$ cat src/include/alos_regs.svh
// Register offsets, fields, reset values and timing counts
// Function
// - Set-0 offset reads zero, never writable
// - Zero offset addresses first command/result lists
// - Offsets count samples: 32bit commands, 16bit results
// - Set-1 writes only when disabled or special access
// - Programmable 7-bit set-1 offset for second lists
// - Active offset used for fetch and store
// - First two sample cycles through buffer amplifier
// - Two-cycle pump phase before every sample
// - Input disconnected during whole hold phase
// - Exactly one channel connected per conversion
// - Address = base + active offset + index
// - Address registers locked when enabled unless special access, index owned when enabled
`ifndef ALOS_REGS_SVH
`define ALOS_REGS_SVH
`define ALOS_OFF_CTRL 8'h00
`define ALOS_OFF_CMD_BASE 8'h04
`define ALOS_OFF_RES_BASE 8'h08
`define ALOS_OFF_CMD_IDX 8'h0C
`define ALOS_OFF_RES_IDX 8'h10
`define ALOS_OFF_SET0 8'h14
`define ALOS_OFF_SET1 8'h18
`define ALOS_OFF_CONV 8'h1C
`define ALOS_OFF_STATUS 8'h20
`define ALOS_OFF_CMD_ADDR 8'h24
`define ALOS_OFF_RES_ADDR 8'h28
`define ALOS_CTRL_EN 0
`define ALOS_CTRL_SACC 1
`define ALOS_CTRL_LSEL 2
`define ALOS_SET0_VALUE 7'h00
`define ALOS_SET1_RESET 7'h00
`define ALOS_PUMP_CYCLES 5'h02
`define ALOS_BUF_CYCLES 5'h02
`define ALOS_SMP_MIN 5'h04
`define ALOS_SMP_MAX 5'h18
`define ALOS_CLK_DIV 8'h01
`endif

$ cat src/include/alos_pkg.sv
// Types for the list offset and sample sequencer
package alos_pkg;
	typedef enum logic [2:0] {ALOS_IDLE, ALOS_PUMP, ALOS_BUF, ALOS_DIRECT, ALOS_HOLD} alos_phase_t;
endpackage

$ cat src/include/alos_seq_if.sv
// Sequencer start, sample time and phase outputs
`timescale 1ns/10ps
interface alos_seq_if;
	import alos_pkg::*;
	logic start;
	logic tick;
	logic [4:0] smp_cycles;
	alos_phase_t phase;
	logic done;
	modport ctrl (output start, output tick, output smp_cycles, input phase, input done);
	modport seq (input start, input tick, input smp_cycles, output phase, output done);
endinterface

$ cat src/verilog/alos_top.sv
// List offset registers, address forming and sample sequencing control
//
// Local design decisions: the strobed register port and the placing of the registers.
`timescale 1ns/10ps
`include "alos_regs.svh"
module alos_top
	import alos_pkg::*;
#(
	parameter int CH_W = 4
)
(
	// Clock and reset
	input wire logic clk,
	input wire logic rst_b,
	// Register port
	input wire logic [7:0] reg_addr,
	input wire logic [31:0] reg_wdata,
	input wire logic reg_wr,
	input wire logic reg_rd,
	output logic [31:0] reg_rdata,
	// Conversion engine side
	input wire logic conv_start,
	input wire logic [CH_W-1:0] conv_channel,
	input wire logic cmd_advance,
	input wire logic res_advance,
	input wire logic [5:0] cmd_idx_load,
	input wire logic cmd_idx_wr,
	// Memory addresses
	output logic [23:0] cmd_addr,
	output logic [19:0] res_addr,
	// Analog switches and conversion done
	output logic pump_on,
	output logic buf_connect,
	output logic direct_connect,
	output logic [(1<<CH_W)-1:0] mux_sel,
	output logic conv_done
);
	typedef struct packed {
		logic en;
		logic sacc;
		logic lsel;
		logic [21:0] cbp;
		logic [17:0] rbp;
		logic [5:0] cidx;
		logic [5:0] ridx;
		logic [6:0] off1;
		logic [4:0] smp;
		logic [7:0] div;
		logic [31:0] rdata;
		logic [23:0] caddr;
		logic [19:0] raddr;
		logic pump;
		logic bufc;
		logic dirc;
		logic [(1<<CH_W)-1:0] mux;
		logic [CH_W-1:0] chan;
		logic busy;
		logic done;
	} alos_top_st_t;
	alos_top_st_t s_q, s_d;

	alos_seq_if sq ();
	logic unlocked;
	logic [6:0] act_off;
	logic [23:0] off_c;
	logic [19:0] off_r;

	alos_sample_seq u_seq (
		.clk(clk),
		.rst_b(rst_b),
		.sq(sq.seq)
	);

	assign unlocked = !s_q.en || s_q.sacc;
	assign act_off = s_q.lsel ? s_q.off1 : `ALOS_SET0_VALUE;
	// Command units are 4 bytes, result units 2 bytes
	assign off_c = {15'h0000, act_off + {1'b0, s_q.cidx}, 2'b00};
	assign off_r = {12'h000, act_off + {1'b0, s_q.ridx}, 1'b0};

	assign sq.tick = (s_q.div == 8'h00);
	assign sq.start = s_q.busy && conv_start;
	assign sq.smp_cycles = s_q.smp;

	always_comb
	begin
		s_d = s_q;
		s_d.div = (s_q.div == 8'h00) ? `ALOS_CLK_DIV : s_q.div - 8'h01;
		s_d.rdata = 32'h0000_0000;
		s_d.done = sq.done;
		if (reg_wr)
		begin
			case (reg_addr)
				`ALOS_OFF_CTRL:
				begin
					s_d.en = reg_wdata[`ALOS_CTRL_EN];
					s_d.sacc = reg_wdata[`ALOS_CTRL_SACC];
					s_d.lsel = reg_wdata[`ALOS_CTRL_LSEL];
				end
				`ALOS_OFF_CMD_BASE:
					if (unlocked)
						s_d.cbp = reg_wdata[23:2];
				`ALOS_OFF_RES_BASE:
					if (unlocked)
						s_d.rbp = reg_wdata[19:2];
				`ALOS_OFF_SET1:
					if (unlocked)
						s_d.off1 = reg_wdata[6:0];
				`ALOS_OFF_CONV:
				begin
					if (reg_wdata[4:0] >= `ALOS_SMP_MIN && reg_wdata[4:0] <= `ALOS_SMP_MAX)
						s_d.smp = reg_wdata[4:0];
				end
				default:
				begin
				end
			endcase
		end
		// Index owned by the converter while enabled
		if (s_q.en && cmd_idx_wr)
			s_d.cidx = cmd_idx_load;
		else if (s_q.en && cmd_advance)
			s_d.cidx = s_q.cidx + 6'h01;
		else if (!s_q.en)
			s_d.cidx = 6'h00;
		if (s_q.en && res_advance)
			s_d.ridx = s_q.ridx + 6'h01;
		else if (!s_q.en)
			s_d.ridx = 6'h00;
		if (reg_rd)
		begin
			case (reg_addr)
				`ALOS_OFF_CTRL:
					s_d.rdata = {29'h0, s_q.lsel, s_q.sacc, s_q.en};
				`ALOS_OFF_CMD_BASE:
					s_d.rdata = {8'h00, s_q.cbp, 2'b00};
				`ALOS_OFF_RES_BASE:
					s_d.rdata = {12'h000, s_q.rbp, 2'b00};
				`ALOS_OFF_CMD_IDX:
					s_d.rdata = {26'h0, s_q.cidx};
				`ALOS_OFF_RES_IDX:
					s_d.rdata = {26'h0, s_q.ridx};
				`ALOS_OFF_SET0:
					s_d.rdata = {25'h0, `ALOS_SET0_VALUE};
				`ALOS_OFF_SET1:
					s_d.rdata = {25'h0, s_q.off1};
				`ALOS_OFF_CONV:
					s_d.rdata = {27'h0, s_q.smp};
				`ALOS_OFF_STATUS:
					s_d.rdata = {28'h0, 1'b0, sq.phase};
				`ALOS_OFF_CMD_ADDR:
					s_d.rdata = {8'h00, s_q.caddr};
				`ALOS_OFF_RES_ADDR:
					s_d.rdata = {12'h000, s_q.raddr};
				default:
					s_d.rdata = 32'h0000_0000;
			endcase
		end
		s_d.caddr = {s_q.cbp, 2'b00} + off_c;
		s_d.raddr = {s_q.rbp, 2'b00} + off_r;
		// Channel latched at start, held through the conversion
		if (!s_q.en)
			s_d.busy = 1'b0;
		else if (!s_q.busy)
			s_d.busy = 1'b1;
		if (sq.tick && sq.phase == ALOS_IDLE && sq.start)
			s_d.chan = conv_channel;
		s_d.pump = (sq.phase == ALOS_PUMP);
		s_d.bufc = (sq.phase == ALOS_BUF);
		s_d.dirc = (sq.phase == ALOS_DIRECT);
		s_d.mux = '0;
		if (sq.phase == ALOS_BUF || sq.phase == ALOS_DIRECT)
			s_d.mux[s_q.chan] = 1'b1;
	end

	always_ff @(posedge clk or negedge rst_b)
	begin
		if (!rst_b)
		begin
			s_q <= '0;
			s_q.off1 <= `ALOS_SET1_RESET;
			s_q.smp <= `ALOS_SMP_MIN;
			s_q.div <= `ALOS_CLK_DIV;
		end
		else
			s_q <= s_d;
	end

	assign reg_rdata = s_q.rdata;
	assign cmd_addr = s_q.caddr;
	assign res_addr = s_q.raddr;
	assign pump_on = s_q.pump;
	assign buf_connect = s_q.bufc;
	assign direct_connect = s_q.dirc;
	assign mux_sel = s_q.mux;
	assign conv_done = s_q.done;

	chk_set1_locked: assert property (@(posedge clk) disable iff (!rst_b)
		(reg_wr && reg_addr == `ALOS_OFF_SET1 && s_q.en && !s_q.sacc) |=> $stable(s_q.off1))
		else $error("set-1 offset changed while locked");
	chk_set1_write: assert property (@(posedge clk) disable iff (!rst_b)
		(reg_wr && reg_addr == `ALOS_OFF_SET1 && (!s_q.en || s_q.sacc))
		|=> s_q.off1 == $past(reg_wdata[6:0]))
		else $error("set-1 offset write lost");
	chk_set0_zero: assert property (@(posedge clk) disable iff (!rst_b)
		(reg_rd && reg_addr == `ALOS_OFF_SET0) |=> reg_rdata == 32'h0000_0000)
		else $error("set-0 offset not zero");
	chk_cmd_addr_sum: assert property (@(posedge clk) disable iff (!rst_b)
		$stable(s_q.cbp) && $stable(s_q.cidx) && $stable(s_q.lsel) && $stable(s_q.off1)
		|-> cmd_addr == {s_q.cbp, 2'b00} + {15'h0000, act_off + {1'b0, s_q.cidx}, 2'b00})
		else $error("command address wrong");
	chk_set0_addr: assert property (@(posedge clk) disable iff (!rst_b)
		(!s_q.lsel && $stable(s_q.rbp) && $stable(s_q.ridx) && $stable(s_q.lsel))
		|-> res_addr == {s_q.rbp, 2'b00} + {13'h0000, s_q.ridx, 1'b0})
		else $error("set-0 result address uses nonzero offset");
	chk_hold_open: assert property (@(posedge clk) disable iff (!rst_b)
		(sq.phase == ALOS_HOLD) |=> mux_sel == '0 && !buf_connect && !direct_connect)
		else $error("input connected during hold");
	chk_one_channel: assert property (@(posedge clk) disable iff (!rst_b)
		(buf_connect || direct_connect) |-> $onehot(mux_sel))
		else $error("not exactly one channel connected");
	chk_buf_two: assert property (@(posedge clk) disable iff (!rst_b)
		$rose(buf_connect) |-> buf_connect [*4] ##1 !buf_connect)
		else $error("buffered sample not two converter cycles");
	chk_pump_two: assert property (@(posedge clk) disable iff (!rst_b)
		$rose(pump_on) |-> pump_on [*4] ##1 buf_connect)
		else $error("pump not two cycles before sample");
	chk_cbp_locked: assert property (@(posedge clk) disable iff (!rst_b)
		(s_q.en && !s_q.sacc) |=> $stable(s_q.cbp) && $stable(s_q.rbp))
		else $error("base pointer changed while enabled");
endmodule

$ cat src/verilog/alos_sample_seq.sv
// Conversion phase sequencer: pump, buffered, direct sample, hold
`timescale 1ns/10ps
`include "alos_regs.svh"
module alos_sample_seq
	import alos_pkg::*;
(
	// Clock and reset
	input wire logic clk,
	input wire logic rst_b,
	// Control side
	alos_seq_if.seq sq
);
	typedef struct packed {
		alos_phase_t phase;
		logic [4:0] cnt;
		logic [4:0] direct;
		logic done;
	} alos_seq_st_t;
	alos_seq_st_t s_q, s_d;

	always_comb
	begin
		s_d = s_q;
		s_d.done = 1'b0;
		if (sq.tick)
		begin
			case (s_q.phase)
				ALOS_IDLE:
				begin
					if (sq.start)
					begin
						s_d.phase = ALOS_PUMP;
						s_d.cnt = `ALOS_PUMP_CYCLES - 5'h01;
						s_d.direct = sq.smp_cycles - `ALOS_BUF_CYCLES;
					end
				end
				ALOS_PUMP:
				begin
					if (s_q.cnt == 5'h00)
					begin
						s_d.phase = ALOS_BUF;
						s_d.cnt = `ALOS_BUF_CYCLES - 5'h01;
					end
					else
						s_d.cnt = s_q.cnt - 5'h01;
				end
				ALOS_BUF:
				begin
					if (s_q.cnt == 5'h00)
					begin
						s_d.phase = ALOS_DIRECT;
						s_d.cnt = s_q.direct - 5'h01;
					end
					else
						s_d.cnt = s_q.cnt - 5'h01;
				end
				ALOS_DIRECT:
				begin
					if (s_q.cnt == 5'h00)
						s_d.phase = ALOS_HOLD;
					else
						s_d.cnt = s_q.cnt - 5'h01;
				end
				ALOS_HOLD:
				begin
					s_d.phase = ALOS_IDLE;
					s_d.done = 1'b1;
				end
				default:
					s_d.phase = ALOS_IDLE;
			endcase
		end
	end

	always_ff @(posedge clk or negedge rst_b)
	begin
		if (!rst_b)
			s_q <= '0;
		else
			s_q <= s_d;
	end

	assign sq.phase = s_q.phase;
	assign sq.done = s_q.done;

	chk_pump_to_buf: assert property (@(posedge clk) disable iff (!rst_b)
		(sq.tick && s_q.phase == ALOS_PUMP && s_q.cnt == 5'h00) |=> s_q.phase == ALOS_BUF)
		else $error("pump did not lead to buffered sample");
endmodule

$ cat config.mk
export PLATFORM = sky130hd
export DESIGN_NAME = alos_top
export DESIGN_NICKNAME = d
export VERILOG_FILES = /design/src/include/alos_pkg.sv /design/src/include/alos_seq_if.sv /design/src/verilog/alos_top.sv /design/src/verilog/alos_sample_seq.sv
export VERILOG_INCLUDE_DIRS = /design/src /design/src/include
export SDC_FILE = /design/constraint.sdc
export NUM_CORES = 1
export LEC_CHECK = 0
export ABC_CLOCK_PERIOD_IN_PS = 8500
export BUFFER_PORTS_ARGS = -buffer_cell sky130_fd_sc_hd__buf_4
export CORE_UTILIZATION = 35
export CTS_BUF_LIST = sky130_fd_sc_hd__clkbuf_16
export DETAILED_ROUTE_END_ITERATION = 10
export GPL_TIMING_DRIVEN = 0
export SLEW_MARGIN = 5
export SYNTH_ARGS = -nofsm -noshare
export SYNTH_HDL_FRONTEND = slang
export SYNTH_HIERARCHICAL = 1
export SYNTH_SLANG_ARGS = --single-unit
$ cat constraint.sdc
create_clock -name clk -period 8.5 [get_ports clk]
set_clock_uncertainty 0.1 [all_clocks]
set_input_delay 1.275 -clock clk [delete_from_list [all_inputs] [get_ports clk]]
set_output_delay 1.275 -clock clk [all_outputs]
set_load 0.005 [all_outputs]
# ---- Yosys cells after proc, flatten, opt, wreduce, memory -nomap -nowiden
# Cells that the tools add are included.
# Widths: inputs -> output; s select.
dict set report op_classes {
  div_mod_pow 0
  order_cmp 4
  addsub 10
  shifts 0
  n_bitwise 0
  mux 23
  n_reduce_logical 24
  mul 0
  eq_ne 20
}
# operator n
set op_table {}
lappend op_table {{$pmux 24 s10} 1}
lappend op_table {{$add 24x9->24} 1}
lappend op_table {{$eq 8x5->1 const B} 3}
lappend op_table {{$eq 8x6->1 const B} 3}
lappend op_table {{$mux 24} 1}
lappend op_table {{$mux 6} 4}
lappend op_table {{$add 20x8->20} 1}
lappend op_table {{$pmux 5 s4} 1}
lappend op_table {{$eq 8x4->1 const B} 2}
lappend op_table {{$logic_not 8->1} 2}
lappend op_table {{$mux 16} 1}
lappend op_table {{$mux 5} 3}
lappend op_table {{$reduce_and 3->1} 5}
lappend op_table {{$add 7x6->7} 2}
lappend op_table {{$mux 13} 1}
lappend op_table {{$add 6x1->6 const B} 2}
lappend op_table {{$pmux 3 s4} 1}
lappend op_table {{$sub 5x1->5 const B} 2}
lappend op_table {{$mux 3} 3}
lappend op_table {{$eq 8x3->1 const B} 1}
lappend op_table {{$logic_and 1x1->1} 8}
lappend op_table {{$mux 8} 1}
lappend op_table {{$ne 2x1->1 const B} 4}
lappend op_table {{$sub 8x1->8 const B} 1}
lappend op_table {{21 further kinds} 27}
dict set report totals {
  latch_bits 0
  reg_bits 190
  rom_bits 0
  word_cells 105
  ram_bits 0
  memories 0
  out_inout_bits 96
  input_bits 58
}

# ---- Depth between registers and ports, before layout
dict set report depth {
  ltp_word 5
  ltp_mapped 18
  mapped_depth_nobuf 16
}

# ---- Modules after synthesis
# Netlist, hierarchy kept.
# mod seq_area_each_um2 cells_each n_inst area_each_um2
set by_module_without_submodules {}
lappend by_module_without_submodules {alos_top 4131.5 829 1 8808.4}
lappend by_module_without_submodules {alos_sample_seq 350.3 100 1 919.6}

# ---- Worst setup path before layout
# Ideal clock, no wire load.
dict set report synth_timing {
  path_kind {reg2reg}
  startpoint {register s_q[173] (netlist name)}
  endpoint {register s_q, in the netlist res_addr[19]}
  n_path_buf 2
  t_arrival_ns 3.351
  path_slack_ns 4.926
  setup_ns 0.123
  path_stages_with_launch 18
  path_cell_list {dfrtp_1 > clkbuf_1 > clkbuf_1 > and2_1 > ha_1 > ha_1 > a21oi_1 > or3_1 > a21oi_1 > nand3_1 > nand2_1 > xnor2_1 > ha_1 > o21a_1 > nor2_1 > nor3_1 > nand4_1 > xnor2_1}
}
# item line_no
set synth_rtl {}
lappend synth_rtl {{start: declaration} alos_top.sv:60} ;# alos_top_st_t s_q, s_d;

==> impl_results.md <==
* Syn Area/Cell at 10.5 sq um
* Synth area leaders: dfrtp_1 (46%), buf_4 (7.3%), mux2_2 (5.3%)
* Worst path cell trace: clkbuf_1, clkbuf_1, and2_1, ha_1, ha_1, a21oi_1, or3_1, a21oi_1, nand3_1, nand2_1, xnor2_1, ha_1, nor3_1, o21a_1, nor3_1, nand4_1, xnor2_1
* Sinks on Clock Net at about 180
* First-pass GRT wire length at roughly 38000 um
* H-Tree Depth at 4
* Post-route insts no fill at 1477
* Max Cap Viol at 0
* Slew Limit Headroom at 43.0%
* Vias at 7194
* Worst Slack Setup Final at 3.89 ns
* Largest net degree at the start of global routing at 102
* RSZ-0062 raised after global routing: false
* Setup Crit Path Kind: register to register
* FILL cells at 2602
* Placed Area at 0.0113 sq mm
* Sequential-to-total area share from yosys stat at 46.1%
* Post-synth top area share at 45.5%
* Total Wirelength at 24400 um
* DP Cell Count at 1445
* Vias per std cell at approximately 4.9
* Status: finished clean
* Final setup TNS at 0 ns
* Initial DRC count at 597
* CP endpoint kind: register
* Count leader, synth: dfrtp_1
* Grt ovf at 0
* Number of synthesized flops with an enable pin at 0
* CTS Root Cell: clkbuf_16
* Final hold violation count at 0
* Routed wire per std cell at 16.5 um
* Final Power at 1800 uW
* Worst hold path type: register to register
* Die Wd at 169 um
* R2R setup slack at 3.89 ns
* Total track usage at 17.6%
* Antenna diode count at 0
* Final period util at 54.3%
* Post-synthesis register bit count at 179
* Post-cts sizing count at 0
* Slew @ Worst Pin at 0.848 ns
* Clk_lat worst skew at 0.43 ns
* CP bufs+invs at 2
* Worst path top cell family by delay: simple AND/OR/NAND/NOR gates
* CP Launch Type: register
* Multi-input combinational cell area at 0.00429 sq mm
* P per Cell Area at 152 mW/mm^2
* Number of global-route vias before repair at 6959
* Die Area at 0.0285 sq mm
* Final instance area at 0.0118 sq mm
* Post-CTS Setup Bufs at 0
* Core Box Area at 0.0271 sq mm
* CP most frequent cell: ha_1
* Post-route ant nets at 0
* Critical Path RT at 8.72 ns
* Yosys Warn Count at 6
* Hold_buf cts at 0
* TritonCTS clock tree: yes
* Drt drc at 0
* Main synth FF type: dfrtp_1
* Height of the die at 169 um
* Max IR drop VDD at 126 uV
* Maximum root-to-sink buffer count at 2
* Pre-antenna DRT Iters at 4
* CTS clk-pin slew, worst paths at 0.07 ns
* Number of antenna violations at the first check in global routing at 0
* Setup WS pre-CTS at 3.87 ns
* Max incr delay on CP at 0.69 ns
* Unique masters post-synth at 71
* CTS Buf Count at 17
* # rows at 60
* Initial core utilization at 35.9%
* Post-Syn Instances at 929
* RePlAce Congestion at 0.852
* Pins Over Slew Limit at 0
* Slowest-stage cell, CP: nor3_1
* Cell area after synthesis at a little under 0.01 sq mm
* Crit Path Max Fanout at 10
* Lkg Pwr at 0.00574 uW
* Setup violators final at 0
* FF+latch area at approximately 0.0045 sq mm
* Layout cells sized above 1 at 31.6%
* Final nets at between 1000 and 1500
* Synth-to-layout area growth at 21.6%
* Hpwl dp at 18300 um
* Synth area leader: dfrtp_1
* I/O Pins at 154
* I/O Buffers at 133
* Tmin final at around 4.6 ns
* Synth cell count leaders: dfrtp_1 (177), nor2_1 (102), buf_4 (95)
* Crit path DAT at 4.83 ns
* Share of flip-flops with an asynchronous set or reset at 100%
* Fmax at between 0.2 and 0.25 GHz
## final cells by class
cell class	instances	share of cell area (%)
plain buffers	133	7.68
clock buffers	17	3.60
clock inverters	15	1.21
inverters	23	0.730
multi-input cells	604	36.2
flip-flops and latches	179	37.9
well taps	372	3.93
repair buffers	134	8.73
## layer usage
layer / share of wire [%] / GRT usage (%)
met5: 0 / 0
met4: 1.3 / 4.23
met3: 4.7 / 3.27
met2: 47 / 27.9
met1: 47 / 24.7
## worst register-to-register path: stages (launching register included)
cell and delay, ns:
dfrtp_1 0.34, clkbuf_1 0.35, clkbuf_1 0.39, and2_1 0.23, ha_1 0.23, ha_1 0.27, a21oi_1 0.09, or3_1 0.38
a21oi_1 0.26, nand3_1 0.11, nand2_1 0.08, xnor2_1 0.12, ha_1 0.27, nor3_1 0.07, o21a_1 0.12, nor3_1 0.69
nand4_1 0.22, xnor2_1 0.17
## worst paths after layout
kind	end	cells past startpoint	from
setup / recovery	res_addr[19]$_DFF_PN0_	17	s_q[173]$_DFFE_PN0P_
hold / removal	conv_done$_DFF_PN0_	0	u_seq/sq.done$_DFF_PN0_
max in group asynchronous	res_addr[8]$_DFF_PN0_	2	rst_b
setup reg to reg	res_addr[19]$_DFF_PN0_	17	s_q[173]$_DFFE_PN0P_
min in group asynchronous	s_q[102]$_DFF_PN0_	1	rst_b
hold reg to reg	conv_done$_DFF_PN0_	0	u_seq/sq.done$_DFF_PN0_
## stage by stage
stage | util [%] | hold slack [ns]
detailed placement | 41.6 | 0.260
global placement | 41.4 | 0.250
floorplan | - | 0.231
CTS | 43.7 | 0.278
finish | 43.7 | 0.273
global route | 43.7 | 0.284
## where the power goes
group | switching (uW) | total [uW] | internal (uW)
logic | 68.0 | 140 | 72.4
clock network | 375 | 764 | 389
registers | 24.0 | 898 | 874
total | 467 | 1800 | 1340
## sequential cells by signal, summed over array words and instances, names as in the netlist, 3 cells and up
| name | count |
|---|---|
| res_addr | 19 |
| s_q | 75 |
| u_seq/s_q | 10 |
| mux_sel | 16 |
| reg_rdata | 24 |
| cmd_addr | 22 |
| sq.smp_cycles | 5 |
| u_seq/sq.phase | 3 |
## cell usage in the layout, fill, tap and decap left out, types with 26 or more instances in the layout
cell,instances
buf_4,227
dfrtp_1,177
nor2_1,102
nand2_1,50
xnor2_1,48
mux2_2,46
a21oi_1,38
ha_1,30
clkbuf_1,26
a22oi_1,26
## kinds of logic after synthesis
logic type / count (synthesis) / share of synthesized area, %
buffers and inverters: 156 / 10.2
AND/OR/NAND/NOR: 264 / 13.0
AO/OA/AOI/OAI: 154 / 10.9
XOR/XNOR: 67 / 6.03
adder cells (fa/ha/maj): 34 / 4.48
flip-flops: 179 / 46.1
other: 1 / 0.0385
multiplexers: 74 / 9.23
Note: power is estimated with default switching activity, not from simulation.
